--- src/rtl/pem_pkg.sv ---
// Shared constants and types for the port mode and alternate function block
// ****************************************************************************
// ****************************************************************************
package pem_pkg;

   // ************************************************************************
   // Timing
   // ************************************************************************
   localparam int unsigned CLK_HZ      = 50_000_000;
   localparam int unsigned SLOW_HZ     = 128;
   localparam int unsigned FAST_HZ     = 4000;
   // Longest wait rounds down to whole cycles
   localparam int unsigned SLOW_CYCLES = CLK_HZ / SLOW_HZ;
   localparam int unsigned FAST_CYCLES = CLK_HZ / FAST_HZ;

   // ************************************************************************
   // Register map (byte addresses)
   // ************************************************************************
   localparam logic [7:0] ADR_MODE  = 8'h00;
   localparam logic [7:0] ADR_ALT   = 8'h04;
   localparam logic [7:0] ADR_DIR   = 8'h08;
   localparam logic [7:0] ADR_DATA  = 8'h0C;
   localparam logic [7:0] ADR_PINS  = 8'h10;
   localparam logic [7:0] ADR_STAT  = 8'h14;
   localparam logic [7:0] ADR_MASK  = 8'h18;

   // ************************************************************************
   // Field positions and reset values
   // ************************************************************************
   localparam int unsigned PIN3_MODE_LSB = 2;
   localparam int unsigned PIN2_MODE_LSB = 0;
   localparam int unsigned RATE_BIT      = 3;
   localparam int unsigned STAT_IRQ2_BIT = 0;
   localparam int unsigned IRQ_PIN       = 3;
   localparam int unsigned FORCED_PIN    = 1;
   localparam logic [3:0]  MODE_RST      = 4'h0;
   localparam logic [3:0]  ALT_RST       = 4'h0;
   localparam logic [3:0]  DIR_RST       = 4'h0;
   localparam logic [3:0]  DATA_RST      = 4'h0;
   localparam logic [3:0]  STAT_RST      = 4'h0;
   localparam logic [3:0]  MASK_RST      = 4'h0;
   localparam logic [31:0] RD_ZERO       = 32'h0000_0000;

   // ************************************************************************
   // Mode encodings
   // ************************************************************************
   localparam logic [1:0] IN_PULL_DN   = 2'h0;
   localparam logic [1:0] IN_PULL_UP   = 2'h2;
   localparam logic [1:0] OUT_CMOS     = 2'h0;
   localparam logic [1:0] OUT_NDRAIN   = 2'h1;
   localparam logic [1:0] OUT_PDRAIN   = 2'h2;
   localparam logic [1:0] OUT_HIZ      = 2'h3;
   // Pins 1 and 0 have no mode field here: fixed push-pull / pull-down
   localparam logic [1:0] LOW_PIN_MODE = 2'h0;

   // Sampling rate choice
   typedef enum logic {PEM_RATE_128HZ, PEM_RATE_4KHZ} pem_rate_t;

   // Pad controls of the four port pins
   typedef struct packed {
      logic [3:0] oe;
      logic [3:0] out;
      logic [3:0] pull_up;
      logic [3:0] pull_dn;
   } pem_pads_t;

   // Mode field of one pin out of the pin 3 / pin 2 register
   function automatic logic [1:0] mode_field(input logic [3:0] reg_v, input int unsigned lsb);
      mode_field = reg_v[lsb +: 2];
   endfunction

endpackage

--- src/rtl/pem_port_ctrl.sv ---
// Port pin mode, alternate function and external interrupt 2 control
//
// Added by the designer: the address map and register access over Wishbone.
`timescale 1ns/1ps
`default_nettype none
module pem_port_ctrl
   import pem_pkg::*;
#(
   parameter int unsigned SLOW_DIV = SLOW_CYCLES,
   parameter int unsigned FAST_DIV = FAST_CYCLES
)(
   // Clock and reset
   input  wire logic        i_clk,
   input  wire logic        i_rst,
   // Wishbone slave
   input  wire logic        i_wb_cyc,
   input  wire logic        i_wb_stb,
   input  wire logic        i_wb_we,
   input  wire logic [7:0]  i_wb_adr,
   input  wire logic [3:0]  i_wb_sel,
   input  wire logic [31:0] i_wb_dat,
   output logic [31:0]      o_wb_dat,
   output logic             o_wb_ack,
   // Oscillator clocks for the alternate outputs
   input  wire logic        i_rc_adc_clk,
   input  wire logic        i_low_speed_clk,
   input  wire logic        i_high_speed_clk,
   // Port pads
   input  wire logic [3:0]  i_pad_in,
   output pem_pads_t        o_pads,
   // Interrupt
   output logic             o_ext_irq2_request,
   output logic             o_irq
);

   // ************************************************************************
   // State
   // ************************************************************************
   typedef struct packed {
      logic [3:0]  mode;      // Pin 3 / pin 2 mode fields
      logic [3:0]  alt;       // Alternate function select
      logic [3:0]  dir;       // 1 = output
      logic [3:0]  data;      // Port data latch
      logic [3:0]  stat;      // Sticky events, write one to clear
      logic [3:0]  mask;      // Interrupt enables
      logic        ack;
      logic [31:0] rdat;
   } pem_state_t;

   pem_state_t s_r;
   pem_state_t s_nxt;

   logic       req;
   logic       wr_lo;
   logic       smp_change;
   logic [3:0] stat_set;
   logic [3:0] stat_clr;
   logic [3:0] alt_clks;
   logic [7:0] pin_modes;

   // Register hit for a write on the low byte lane
   function automatic logic wr_hit(input logic wr, input logic [7:0] adr, input logic [7:0] reg_adr);
      wr_hit = wr && (adr == reg_adr);
   endfunction

   // Read word of a register address; unmapped reads give zero
   function automatic logic [31:0] rd_word(input logic [7:0] adr, input pem_state_t s,
                                           input logic [3:0] pins);
      case (adr)
         ADR_MODE: rd_word = {28'h000_0000, s.mode};
         ADR_ALT:  rd_word = {28'h000_0000, s.alt};
         ADR_DIR:  rd_word = {28'h000_0000, s.dir};
         ADR_DATA: rd_word = {28'h000_0000, s.data};
         ADR_PINS: rd_word = {28'h000_0000, pins};
         ADR_STAT: rd_word = {28'h000_0000, s.stat};
         ADR_MASK: rd_word = {28'h000_0000, s.mask};
         default:  rd_word = RD_ZERO;
      endcase
   endfunction

   // Bus request and the write strobe of the only used byte lane
   assign req   = i_wb_cyc & i_wb_stb & ~s_r.ack;
   assign wr_lo = req & i_wb_we & i_wb_sel[0];

   // ************************************************************************
   // Register file and events
   // ************************************************************************
   always_comb begin
      s_nxt     = s_r;
      stat_set  = '0;
      stat_clr  = '0;
      s_nxt.ack = req;                                   // One wait state, then ack
      if (req && !i_wb_we) begin
         s_nxt.rdat = rd_word(i_wb_adr, s_r, i_pad_in);
      end
      if (wr_hit(wr_lo, i_wb_adr, ADR_MODE)) begin
         s_nxt.mode = i_wb_dat[3:0];
      end
      if (wr_hit(wr_lo, i_wb_adr, ADR_ALT)) begin
         s_nxt.alt = i_wb_dat[3:0];
      end
      if (wr_hit(wr_lo, i_wb_adr, ADR_DIR)) begin
         s_nxt.dir = i_wb_dat[3:0];
      end
      if (wr_hit(wr_lo, i_wb_adr, ADR_DATA)) begin
         s_nxt.data = i_wb_dat[3:0];
      end
      if (wr_hit(wr_lo, i_wb_adr, ADR_MASK)) begin
         s_nxt.mask = i_wb_dat[3:0];
      end
      if (wr_hit(wr_lo, i_wb_adr, ADR_STAT)) begin
         stat_clr = i_wb_dat[3:0];
      end
      // A new event in the clearing cycle survives the clear
      stat_set[STAT_IRQ2_BIT] = smp_change;
      s_nxt.stat = (s_r.stat & ~stat_clr) | stat_set;
   end

   // State register; reset clears the alternate select among the rest
   always_ff @(posedge i_clk or posedge i_rst) begin
      if (i_rst) begin
         s_r.mode <= MODE_RST;
         s_r.alt  <= ALT_RST;
         s_r.dir  <= DIR_RST;
         s_r.data <= DATA_RST;
         s_r.stat <= STAT_RST;
         s_r.mask <= MASK_RST;
         s_r.ack  <= 1'b0;
         s_r.rdat <= RD_ZERO;
      end else begin
         s_r <= s_nxt;
      end
   end

   // Bus outputs
   assign o_wb_ack = s_r.ack;
   assign o_wb_dat = s_r.rdat;

   // ************************************************************************
   // Interrupt 2 sampling
   // ************************************************************************
   pem_irq_sampler #(
      .SLOW_DIV (SLOW_DIV),
      .FAST_DIV (FAST_DIV)
   ) u_sampler (
      .i_clk      (i_clk),
      .i_rst      (i_rst),
      .i_fast_sel (s_r.alt[RATE_BIT] == PEM_RATE_4KHZ),
      .i_pin      (i_pad_in[IRQ_PIN]),
      .o_tick     (),
      .o_change   (smp_change)
   );

   // Request pulse and masked level interrupt
   assign o_ext_irq2_request = smp_change;
   assign o_irq              = |(s_r.stat & s_r.mask);

   // ************************************************************************
   // Pad drivers
   // ************************************************************************
   // Clock sources per pin; pin 3 has no clock output
   assign alt_clks  = {1'b0, i_high_speed_clk, i_low_speed_clk, i_rc_adc_clk};
   assign pin_modes = {mode_field(s_r.mode, PIN3_MODE_LSB),
                       mode_field(s_r.mode, PIN2_MODE_LSB),
                       LOW_PIN_MODE, LOW_PIN_MODE};

   for (genvar p = 0; p < 4; p++) begin : g_pin
      pem_pin_drv u_drv (
         .i_mode      (pin_modes[2*p +: 2]),
         .i_dir_out   (s_r.dir[p]),
         .i_force_out ((p == FORCED_PIN) && s_r.alt[FORCED_PIN]),
         .i_alt_en    ((p != IRQ_PIN) && s_r.alt[p]),
         .i_alt_clk   (alt_clks[p]),
         .i_data      (s_r.data[p]),
         .o_oe        (o_pads.oe[p]),
         .o_out       (o_pads.out[p]),
         .o_pull_up   (o_pads.pull_up[p]),
         .o_pull_dn   (o_pads.pull_dn[p])
      );
   end

   // ************************************************************************
   // Checks
   // ************************************************************************
   a_mode_pin3: assert property (@(posedge i_clk) disable iff (i_rst)
      (req && i_wb_we && i_wb_sel[0] && i_wb_adr == ADR_MODE)
      |=> s_r.mode[3:2] == $past(i_wb_dat[3:2])) else $error("pin 3 mode not written");

   a_mode_pin2: assert property (@(posedge i_clk) disable iff (i_rst)
      (req && i_wb_we && i_wb_sel[0] && i_wb_adr == ADR_MODE)
      |=> s_r.mode[1:0] == $past(i_wb_dat[1:0])) else $error("pin 2 mode not written");

   a_input_pulls: assert property (@(posedge i_clk) disable iff (i_rst)
      !s_r.dir[3] |-> (o_pads.pull_dn[3] == (s_r.mode[3:2] == IN_PULL_DN)
                      && o_pads.pull_up[3] == (s_r.mode[3:2] == IN_PULL_UP)
                      && !o_pads.oe[3])) else $error("input pull wrong");

   a_out_drive: assert property (@(posedge i_clk) disable iff (i_rst)
      (s_r.dir[2] && !s_r.alt[2] && s_r.mode[1:0] == OUT_NDRAIN)
      |-> (!o_pads.out[2] && o_pads.oe[2] == !s_r.data[2])) else $error("open drain wrong");

   a_reset_clear: assert property (@(posedge i_clk)
      i_rst |-> s_r.alt == ALT_RST) else $error("alt select not cleared");

   a_pin1_forced: assert property (@(posedge i_clk) disable iff (i_rst)
      s_r.alt[1] |-> (o_pads.oe[1] && o_pads.out[1] == i_low_speed_clk))
      else $error("pin 1 clock not driven");

   a_clk_replace: assert property (@(posedge i_clk) disable iff (i_rst)
      (s_r.alt[2] && s_r.dir[2] && s_r.mode[1:0] == OUT_CMOS)
      |-> o_pads.out[2] == i_high_speed_clk) else $error("pin 2 clock not driven");

   a_flag_set: assert property (@(posedge i_clk) disable iff (i_rst)
      smp_change |=> s_r.stat[STAT_IRQ2_BIT]) else $error("interrupt flag not set");

   a_irq_level: assert property (@(posedge i_clk) disable iff (i_rst)
      $rose(s_r.stat[STAT_IRQ2_BIT]) && s_r.mask[STAT_IRQ2_BIT] |-> o_irq)
      else $error("interrupt not raised");

   a_ack_drop: assert property (@(posedge i_clk) disable iff (i_rst)
      o_wb_ack |=> !o_wb_ack) else $error("ack held too long");

endmodule
`default_nettype wire

--- src/rtl/pem_pin_drv.sv ---
// Pad driver of one port pin: direction, drive type, pulls and clock output
`timescale 1ns/1ps
`default_nettype none
module pem_pin_drv
   import pem_pkg::*;
(
   // Settings
   input  wire logic [1:0] i_mode,
   input  wire logic       i_dir_out,
   input  wire logic       i_force_out,
   // Data sources
   input  wire logic       i_alt_en,
   input  wire logic       i_alt_clk,
   input  wire logic       i_data,
   // Pad
   output logic            o_oe,
   output logic            o_out,
   output logic            o_pull_up,
   output logic            o_pull_dn
);

   logic drive_val;
   logic is_out;

   // ************************************************************************
   // Drive decode (no state: the pad follows the settings directly)
   // ************************************************************************
   always_comb begin
      drive_val = i_alt_en ? i_alt_clk : i_data;
      is_out    = i_dir_out | i_force_out;
      o_oe      = 1'b0;
      o_out     = 1'b0;
      o_pull_up = 1'b0;
      o_pull_dn = 1'b0;
      if (is_out) begin
         case (i_mode)
            OUT_CMOS: begin
               o_oe  = 1'b1;
               o_out = drive_val;
            end
            OUT_NDRAIN: begin
               o_oe  = ~drive_val;                        // Sinks only
               o_out = 1'b0;
            end
            OUT_PDRAIN: begin
               o_oe  = drive_val;                         // Sources only
               o_out = 1'b1;
            end
            default: begin
               o_oe  = 1'b0;                              // High impedance
            end
         endcase
      end else begin
         o_pull_dn = (i_mode == IN_PULL_DN);
         o_pull_up = (i_mode == IN_PULL_UP);
      end
   end

endmodule
`default_nettype wire

--- src/rtl/pem_irq_sampler.sv ---
// Sampling clock and level change detector for the pin 3 external interrupt
`timescale 1ns/1ps
`default_nettype none
module pem_irq_sampler
   import pem_pkg::*;
#(
   parameter int unsigned SLOW_DIV = SLOW_CYCLES,
   parameter int unsigned FAST_DIV = FAST_CYCLES
)(
   // Clock and reset
   input  wire logic i_clk,
   input  wire logic i_rst,
   // Control and pin
   input  wire logic i_fast_sel,
   input  wire logic i_pin,
   // Events
   output logic      o_tick,
   output logic      o_change
);

   localparam int unsigned CW = $clog2(SLOW_DIV + 1);

   typedef struct packed {
      logic [CW-1:0] cnt;
      logic          primed;
      logic          last;
      logic          tick;
      logic          change;
   } pem_smp_state_t;

   pem_smp_state_t s_r;
   pem_smp_state_t s_nxt;
   logic [CW-1:0]  limit;

   // ************************************************************************
   // Sampling divider and edge compare
   // ************************************************************************
   always_comb begin
      limit        = i_fast_sel ? CW'(FAST_DIV - 1) : CW'(SLOW_DIV - 1);
      s_nxt        = s_r;
      s_nxt.tick   = 1'b0;
      s_nxt.change = 1'b0;
      // A count past the new limit after a rate switch wraps at once
      if (s_r.cnt >= limit) begin
         s_nxt.cnt    = '0;
         s_nxt.tick   = 1'b1;
         s_nxt.last   = i_pin;
         s_nxt.primed = 1'b1;
         s_nxt.change = s_r.primed & (i_pin != s_r.last);
      end else begin
         s_nxt.cnt = s_r.cnt + CW'(1);
      end
   end

   // State register
   always_ff @(posedge i_clk or posedge i_rst) begin
      if (i_rst) begin
         s_r <= '0;
      end else begin
         s_r <= s_nxt;
      end
   end

   assign o_tick   = s_r.tick;
   assign o_change = s_r.change;

   // ************************************************************************
   // Checks
   // ************************************************************************
   logic [CW-1:0] gap_r;
   logic          fast_run_r;

   // Gap since the last tick, and whether the running period was all at the fast rate
   always_ff @(posedge i_clk or posedge i_rst) begin
      if (i_rst) begin
         gap_r      <= '0;
         fast_run_r <= 1'b0;
      end else begin
         gap_r <= s_r.tick ? '0 : gap_r + CW'(1);
         if (!i_fast_sel) begin
            fast_run_r <= 1'b0;
         end else if (s_r.tick) begin
            fast_run_r <= 1'b1;
         end
      end
   end

   a_sample_gap: assert property (@(posedge i_clk) disable iff (i_rst)
      gap_r < CW'(SLOW_DIV + 1)) else $error("sampling period too long");

   a_fast_period: assert property (@(posedge i_clk) disable iff (i_rst)
      (fast_run_r && s_r.tick) |-> gap_r == CW'(FAST_DIV - 1))
      else $error("fast sampling period wrong");

endmodule
`default_nettype wire

--- config.mk ---
export PLATFORM = sky130hd
export DESIGN_NAME = pem_port_ctrl
export DESIGN_NICKNAME = d
export VERILOG_FILES = /design/src/rtl/pem_pkg.sv /design/src/rtl/pem_port_ctrl.sv /design/src/rtl/pem_pin_drv.sv /design/src/rtl/pem_irq_sampler.sv
export SDC_FILE = /design/constraint.sdc
export NUM_CORES = 1
export LEC_CHECK = 0
export BUFFER_PORTS_ARGS = -buffer_cell sky130_fd_sc_hd__buf_2
export CORE_AREA = 2 2 84 86
export CTS_BUF_LIST = sky130_fd_sc_hd__clkbuf_4 sky130_fd_sc_hd__clkbuf_8
export DETAILED_ROUTE_END_ITERATION = 16
export DIE_AREA = 0 0 86 88
export HOLD_SLACK_MARGIN = 0.02
export MAX_ROUTING_LAYER = met4
export PLACE_DENSITY = 0.81
export SYNTH_ARGS = -nofsm -noshare
export SYNTH_HDL_FRONTEND = slang
export SYNTH_SLANG_ARGS = --single-unit
export TNS_END_PERCENT = 100
--- constraint.sdc ---
create_clock -name i_clk -period 2.54 [get_ports i_clk]
set_input_delay 0.254 -clock i_clk [delete_from_list [all_inputs] [get_ports i_clk]]
set_output_delay 0.254 -clock i_clk [all_outputs]
set_load 0.05 [all_outputs]
==> Yosys cells after proc, flatten, opt, wreduce, memory -nomap -nowiden <==
Cells that the tools add are included.
{ "word_totals": {"inputBits": 56, "register_bits": 79, "output_inout_bits": 51, "wordCells": 76} }
{ "op_classes": {"n_addsub": 1, "bitwise_logic": 13, "reduce_logical": 12, "n_eq_ne": 11, "order_cmp": 1, "n_mux": 26} }
{ "ops": {"columns": ["cell", "count"], "rows": [
  ["$mux W19", 2],
  ["$pmux W4 S7", 1],
  ["$eq A8 B5 Y1 const B", 3],
  ["$add A19 B1 Y19 const B", 1],
  ["$ge A19 B19 Y1", 1],
  ["$mux W1", 18],
  ["$eq A8 B4 Y1 const B", 2],
  ["$and A4 B4 Y4", 2],
  ["$eq A8 B3 Y1 const B", 1],
  ["$logic_not A8 Y1", 1],
  ["$logic_and A1 B1 Y1", 7],
  ["$pmux W1 S3", 2],
  ["$and A1 B1 Y1", 5],
  ["$eq A2 B1 Y1 const B", 2],
  ["$eq A2 B2 Y1 const B", 2],
  ["$logic_not A2 Y1", 2],
  ["$mux W4", 1],
  ["$not A4 Y4", 1],
  ["$or A4 B1 Y4", 1],
  ["$pmux W1 S2", 2],
  ["$reduce_or A4 Y1", 1],
  ["$not A1 Y1", 3],
  ["$logic_not A1 Y1", 1],
  ["$ne A1 B1 Y1", 1],
  ["$or A1 B1 Y1", 1]
]} }

==> Depth between registers and ports, before layout <==
{ "depth": {"ltp_word": 9, "depth_mapped": 8, "ltp_nobuf": 7} }

==> Cells and area by module <==
A second synthesis with hierarchy kept.
{ "hier_totals": {"cells_unflattened": 307, "hier_area_um2": 3278.1} }
{ "by_module_without_submodules": {"columns": ["module", "cells_each", "instances", "area_each_um2", "seq_area_each_um2"], "rows": [
  ["pem_port_ctrl", 142, 1, 1681.6, 725.7],
  ["pem_irq_sampler", 133, 1, 1371.3, 575.6],
  ["pem_pin_drv", 8, 4, 56.3, 0.0]
]} }

==> Worst setup path after synthesis <==
No wires, ideal clock.
{ "synth_timing": {"path_type": "register -> register", "startpoint": "register s_r[52] (netlist name)", "endpoint": "register u_sampler.s_r, in the netlist u_sampler.o_change", "t_required_ns": 2.420, "n_path_buf": 1, "arrival_ns": 1.872, "setup_slack_ns": 0.548, "stages_incl_launch_ff": 8, "setup_time_ns": 0.120, "period_less_slack_ns": 1.992, "path_cell_list": "dfrtp_1 ha_1 a211o_1 a21o_1 a311oi_1 o21ai_1 buf_2 and3_1"} }
{ "synth_lines": {"columns": ["element", "line_no", "rtl"], "rows": [
  ["start, declared", "pem_port_ctrl.sv:50", "pem_state_t s_r;"],
  ["start signal, assigned", "pem_port_ctrl.sv:131", "s_r <= s_nxt;"],
  ["end signal, assigned", "pem_irq_sampler.sv:60", "s_r <= s_nxt;"],
  ["end, declared", "pem_irq_sampler.sv:31", "pem_smp_state_t s_r;"]
]} }

==> Worst setup path in the final report <==
{ "layout_timing": {"startpoint": "register s_r[52] (netlist name)", "endpoint": "register u_sampler.s_r[2] (netlist name)"} }
{ "layout_via": {"elab_chain_len": 2} }
{ "layout_rtl": {"columns": ["element", "line_no", "rtl"], "rows": [
  ["$mux W19", "pem_irq_sampler.sv:39", "limit = i_fast_sel ? CW'(FAST_DIV - 1) : CW'(SLOW_DIV - 1);"],
  ["$ge A19 B19 Y1", "pem_irq_sampler.sv:44", "if (s_r.cnt >= limit) begin"]
]} }
No other way between the ends.
A chain may end at the register's enable or synchronous reset.

==> impl_metrics.yaml <==
pwr:
  peakVddDrop_uv: 237
  leakage_nw: 1.71
  cellPowerDensity_mw_per_mm2: 448
  power_w: 0.00152
timing:
  hold_violations: 0
  drv_slew: 0
  setup_tns_ns: 0
  min_period_over_period_pct: 89.1
  fin_skew_ns: 0.00847
  rsz0062_at_grt: "false"
  fmax_mhz: 442
  finalSetupViolations: 0
  period_needed_ns: 2.26
detailed_routing:
  vias: 2312
  post_drt_wl_per_cell_um: 14.5
  via_per_inst: 5.35
  detailedRoute.firstIterationViolations: 145
  wl_mm: 6.24
  drc: 0
  drt-pass1-iter-count: 6
  ant_nets: 0
worst_setup_path:
  reg2reg_to: "u_sampler.s_r[2]"
  cp.arrival_ns: 2.45
  r2r_start: "s_r[52]"
  worstPathCellList: "ha_1 -> a211o_1 -> a21o_1 -> a311oi_1 -> o21ai_1 -> mux2_1"
  timing.critical_path.buf_inv: 0
  path_class: "flop to flop"
  worst-endpoint-required_ns: 2.73
  cp_max_fo: 11
  slowest_stage: "dfrtp_1"
  critical_path.top_delay_family: "compound AO/OA/AOI/OAI gates"
  worstSetupStartpointType: "flop"
  critical-path-max-stage-delay_ns: 0.60
  rr_worst_depth: 6
  ff2ff_setup_slack_ns: 0.28
  setup.worst_path.end_class: "flop"
placed_design:
  routabilityCongestion: 0.886
  place_area_mm2: 0.00328
  portBuffers: 45
  hpwl_mm: 4.70
hold_path:
  hp-start: "i_wb_dat[3]"
  min_path_type: "primary input to flop"
  whs_endpoint: "s_r[40]"
  whs_path_depth: 2
cts:
  cts_setup_buffers: 0
  cts-root-buf: "clkbuf_8"
  cts_num_sinks: 51
  path_clk_slew_ns: 0.10
  cts_tree: "yes"
  clk_path_buf_depth: 2
  clock_latency_ns: 0.31
  ctsHtreeMaxLevel: 2
  cts_buffers: 5
grt:
  use_met2_pct: 28.7
  track_usage_pct: 17.4
  grtUsageMet1_pct: 21.8
  gr-usage-met3_pct: 2.92
  grt_pass1_wl_mm: 10.1
  top_usage_layer: "met2"
  overflow: 0
  grt_max_degree: 40
  antenna_found_initial: 0
  grt_pass1_vias: 2136
status:
  status: "completed"
logic_synthesis:
  synthDistinctLibCells: 54
  syn-cell-area_mm2: 0.00323
  yosys_warnings: 0
  syn_avg_cell_area_um2: 10.1
  ys_seq_area_share_pct: 39.6
  yosysMostFrequentCell: "dfrtp_1"
  syn_inst: 321
  synth_area_leader_cell: "dfrtp_1"
  synthTopCellsByCount: "dfrtp_1 (51), buf_4 (49), nor2_1 (33)"
  synth_edf_count: 0
  synth_seq_cells: 51
  synthArstFlopShare_pct: 100
  synth_flop_cell: "dfrtp_1"
  yosys-top-cells-area: "dfrtp_1 (40%), buf_4 (11%), mux2_2 (4.9%)"
  synth_top_area_share_pct: 39.6
final_layout:
  diodes: 0
  post-route-util_pct: 51.0
  fin_area_mm2: 0.00339
  num-fill-cells: 610
  syn2layout_area_growth_pct: 4.92
  fin_nets: 418
  drive_gt1_share_pct: 24.1
die:
  start_util_pct: 48.6
  die_area_mm2: 0.00757
  coreArea_mm2: 0.00664
  die_height_um: 88
  std_cell_rows: 30
  die_x_um: 86
  ios: 107
flow_run:
  drv_cap: 0
[through the flow]
stage	instances	hold WS (ns)	worst slack, ns
global placement	423	0.209	0.376
global route	432	0.211	0.196
floorplan	350	0.356	0.548
detailed placement	423	0.217	0.317
CTS	432	0.193	0.276
finish	432	0.206	0.277
[worst register-to-register path, cell delays in order (launching register included)]
cell and delay (ns):
dfrtp_1 0.60, ha_1 0.33, a211o_1 0.27, a21o_1 0.18, a311oi_1 0.24, o21ai_1 0.17, mux2_1 0.35
[per-layer routing]
layer	up-vias	share of wire, %
met5	-	0
met4	0	1.6
met3	11	4.7
met2	73	51
met1	1120	43
li1	1108	-
[state kept, by name, summed over array words and instances, names as in the netlist]
register            cells
u_sampler.s_r          21
s_r                    20
o_wb_dat                4
pin_modes               4
o_wb_ack                1
u_sampler.o_change      1
[cells by family after synthesis]
| family | count (synthesis) | share of synthesized area [%] |
|---|---|---|
| compound gates | 35 | 7.60 |
| mux | 31 | 10.9 |
| buf+inv | 63 | 13.4 |
| xor+xnor | 18 | 4.89 |
| other cells | 1 | 0.116 |
| simple gates | 111 | 19.2 |
| flops | 51 | 39.6 |
| fa+ha+maj | 11 | 4.27 |
[layout make-up]
type,instances,area [um^2],share of cell area (%)
clock buffers,6,82.6,2.44
clock inverters,2,16.3,0.480
inverters,9,33.8,0.998
multi-input cells,236,1630,48.0
flip-flops and latches,51,1280,37.7
well taps,80,100,2.96
repair buffers,48,250,7.39
[power breakdown]
part / internal [W] / switching (W) / leakage [nW] / total, W
clock: 0.000223 / 0.000276 / 0.0474 / 0.000499
combinational: 0.0000339 / 0.000166 / 0.972 / 0.000200
sequential: 0.000815 / 0.00000335 / 0.692 / 0.000818
total: 0.00107 / 0.000445 / 1.71 / 0.00152
[repair_timing]
item / CTS / global route
hold buffers: 1 / 0
hold endpoints to repair: 12 / 0
resized for setup: 0 / 0
[layout by cell type (no fill, tap or decap), types with 3 or more instances in the layout]
master,n
mux2_4,4
mux2_1,4
mux2i_1,9
conb_1,30
nor3b_1,4
buf_2,45
dfrtp_1,51
nor3_1,9
nand4_1,8
a22o_1,3
o21ai_0,5
xnor2_1,12
inv_1,8
mux2_2,14
nor2_1,33
nand3_1,10
nand2_1,15
and4_1,3
and3_1,6
ha_1,11
a21boi_0,3
xor2_1,6
a21oi_1,5
clkbuf_8,6
o211ai_1,3
[how the worst max path moves through the flow]
| stage | start | endpoint | slack, ns | depth (start not counted) |
|---|---|---|---|---|
| 3_3_place_gp | s_r[52] | u_sampler.s_r[2] | 0.38 | 6 |
| 6_report | s_r[52] | u_sampler.s_r[2] | 0.28 | 6 |
| 4_1_cts | s_r[52] | u_sampler.s_r[2] | 0.28 | 6 |
| 3_5_place_dp | s_r[52] | u_sampler.s_r[2] | 0.32 | 6 |
| 5_1_grt | s_r[52] | u_sampler.s_r[2] | 0.20 | 6 |
| 2_1_floorplan | s_r[52] | u_sampler.o_change | 0.55 | 7 |
Power figures use the tool's default switching activity.
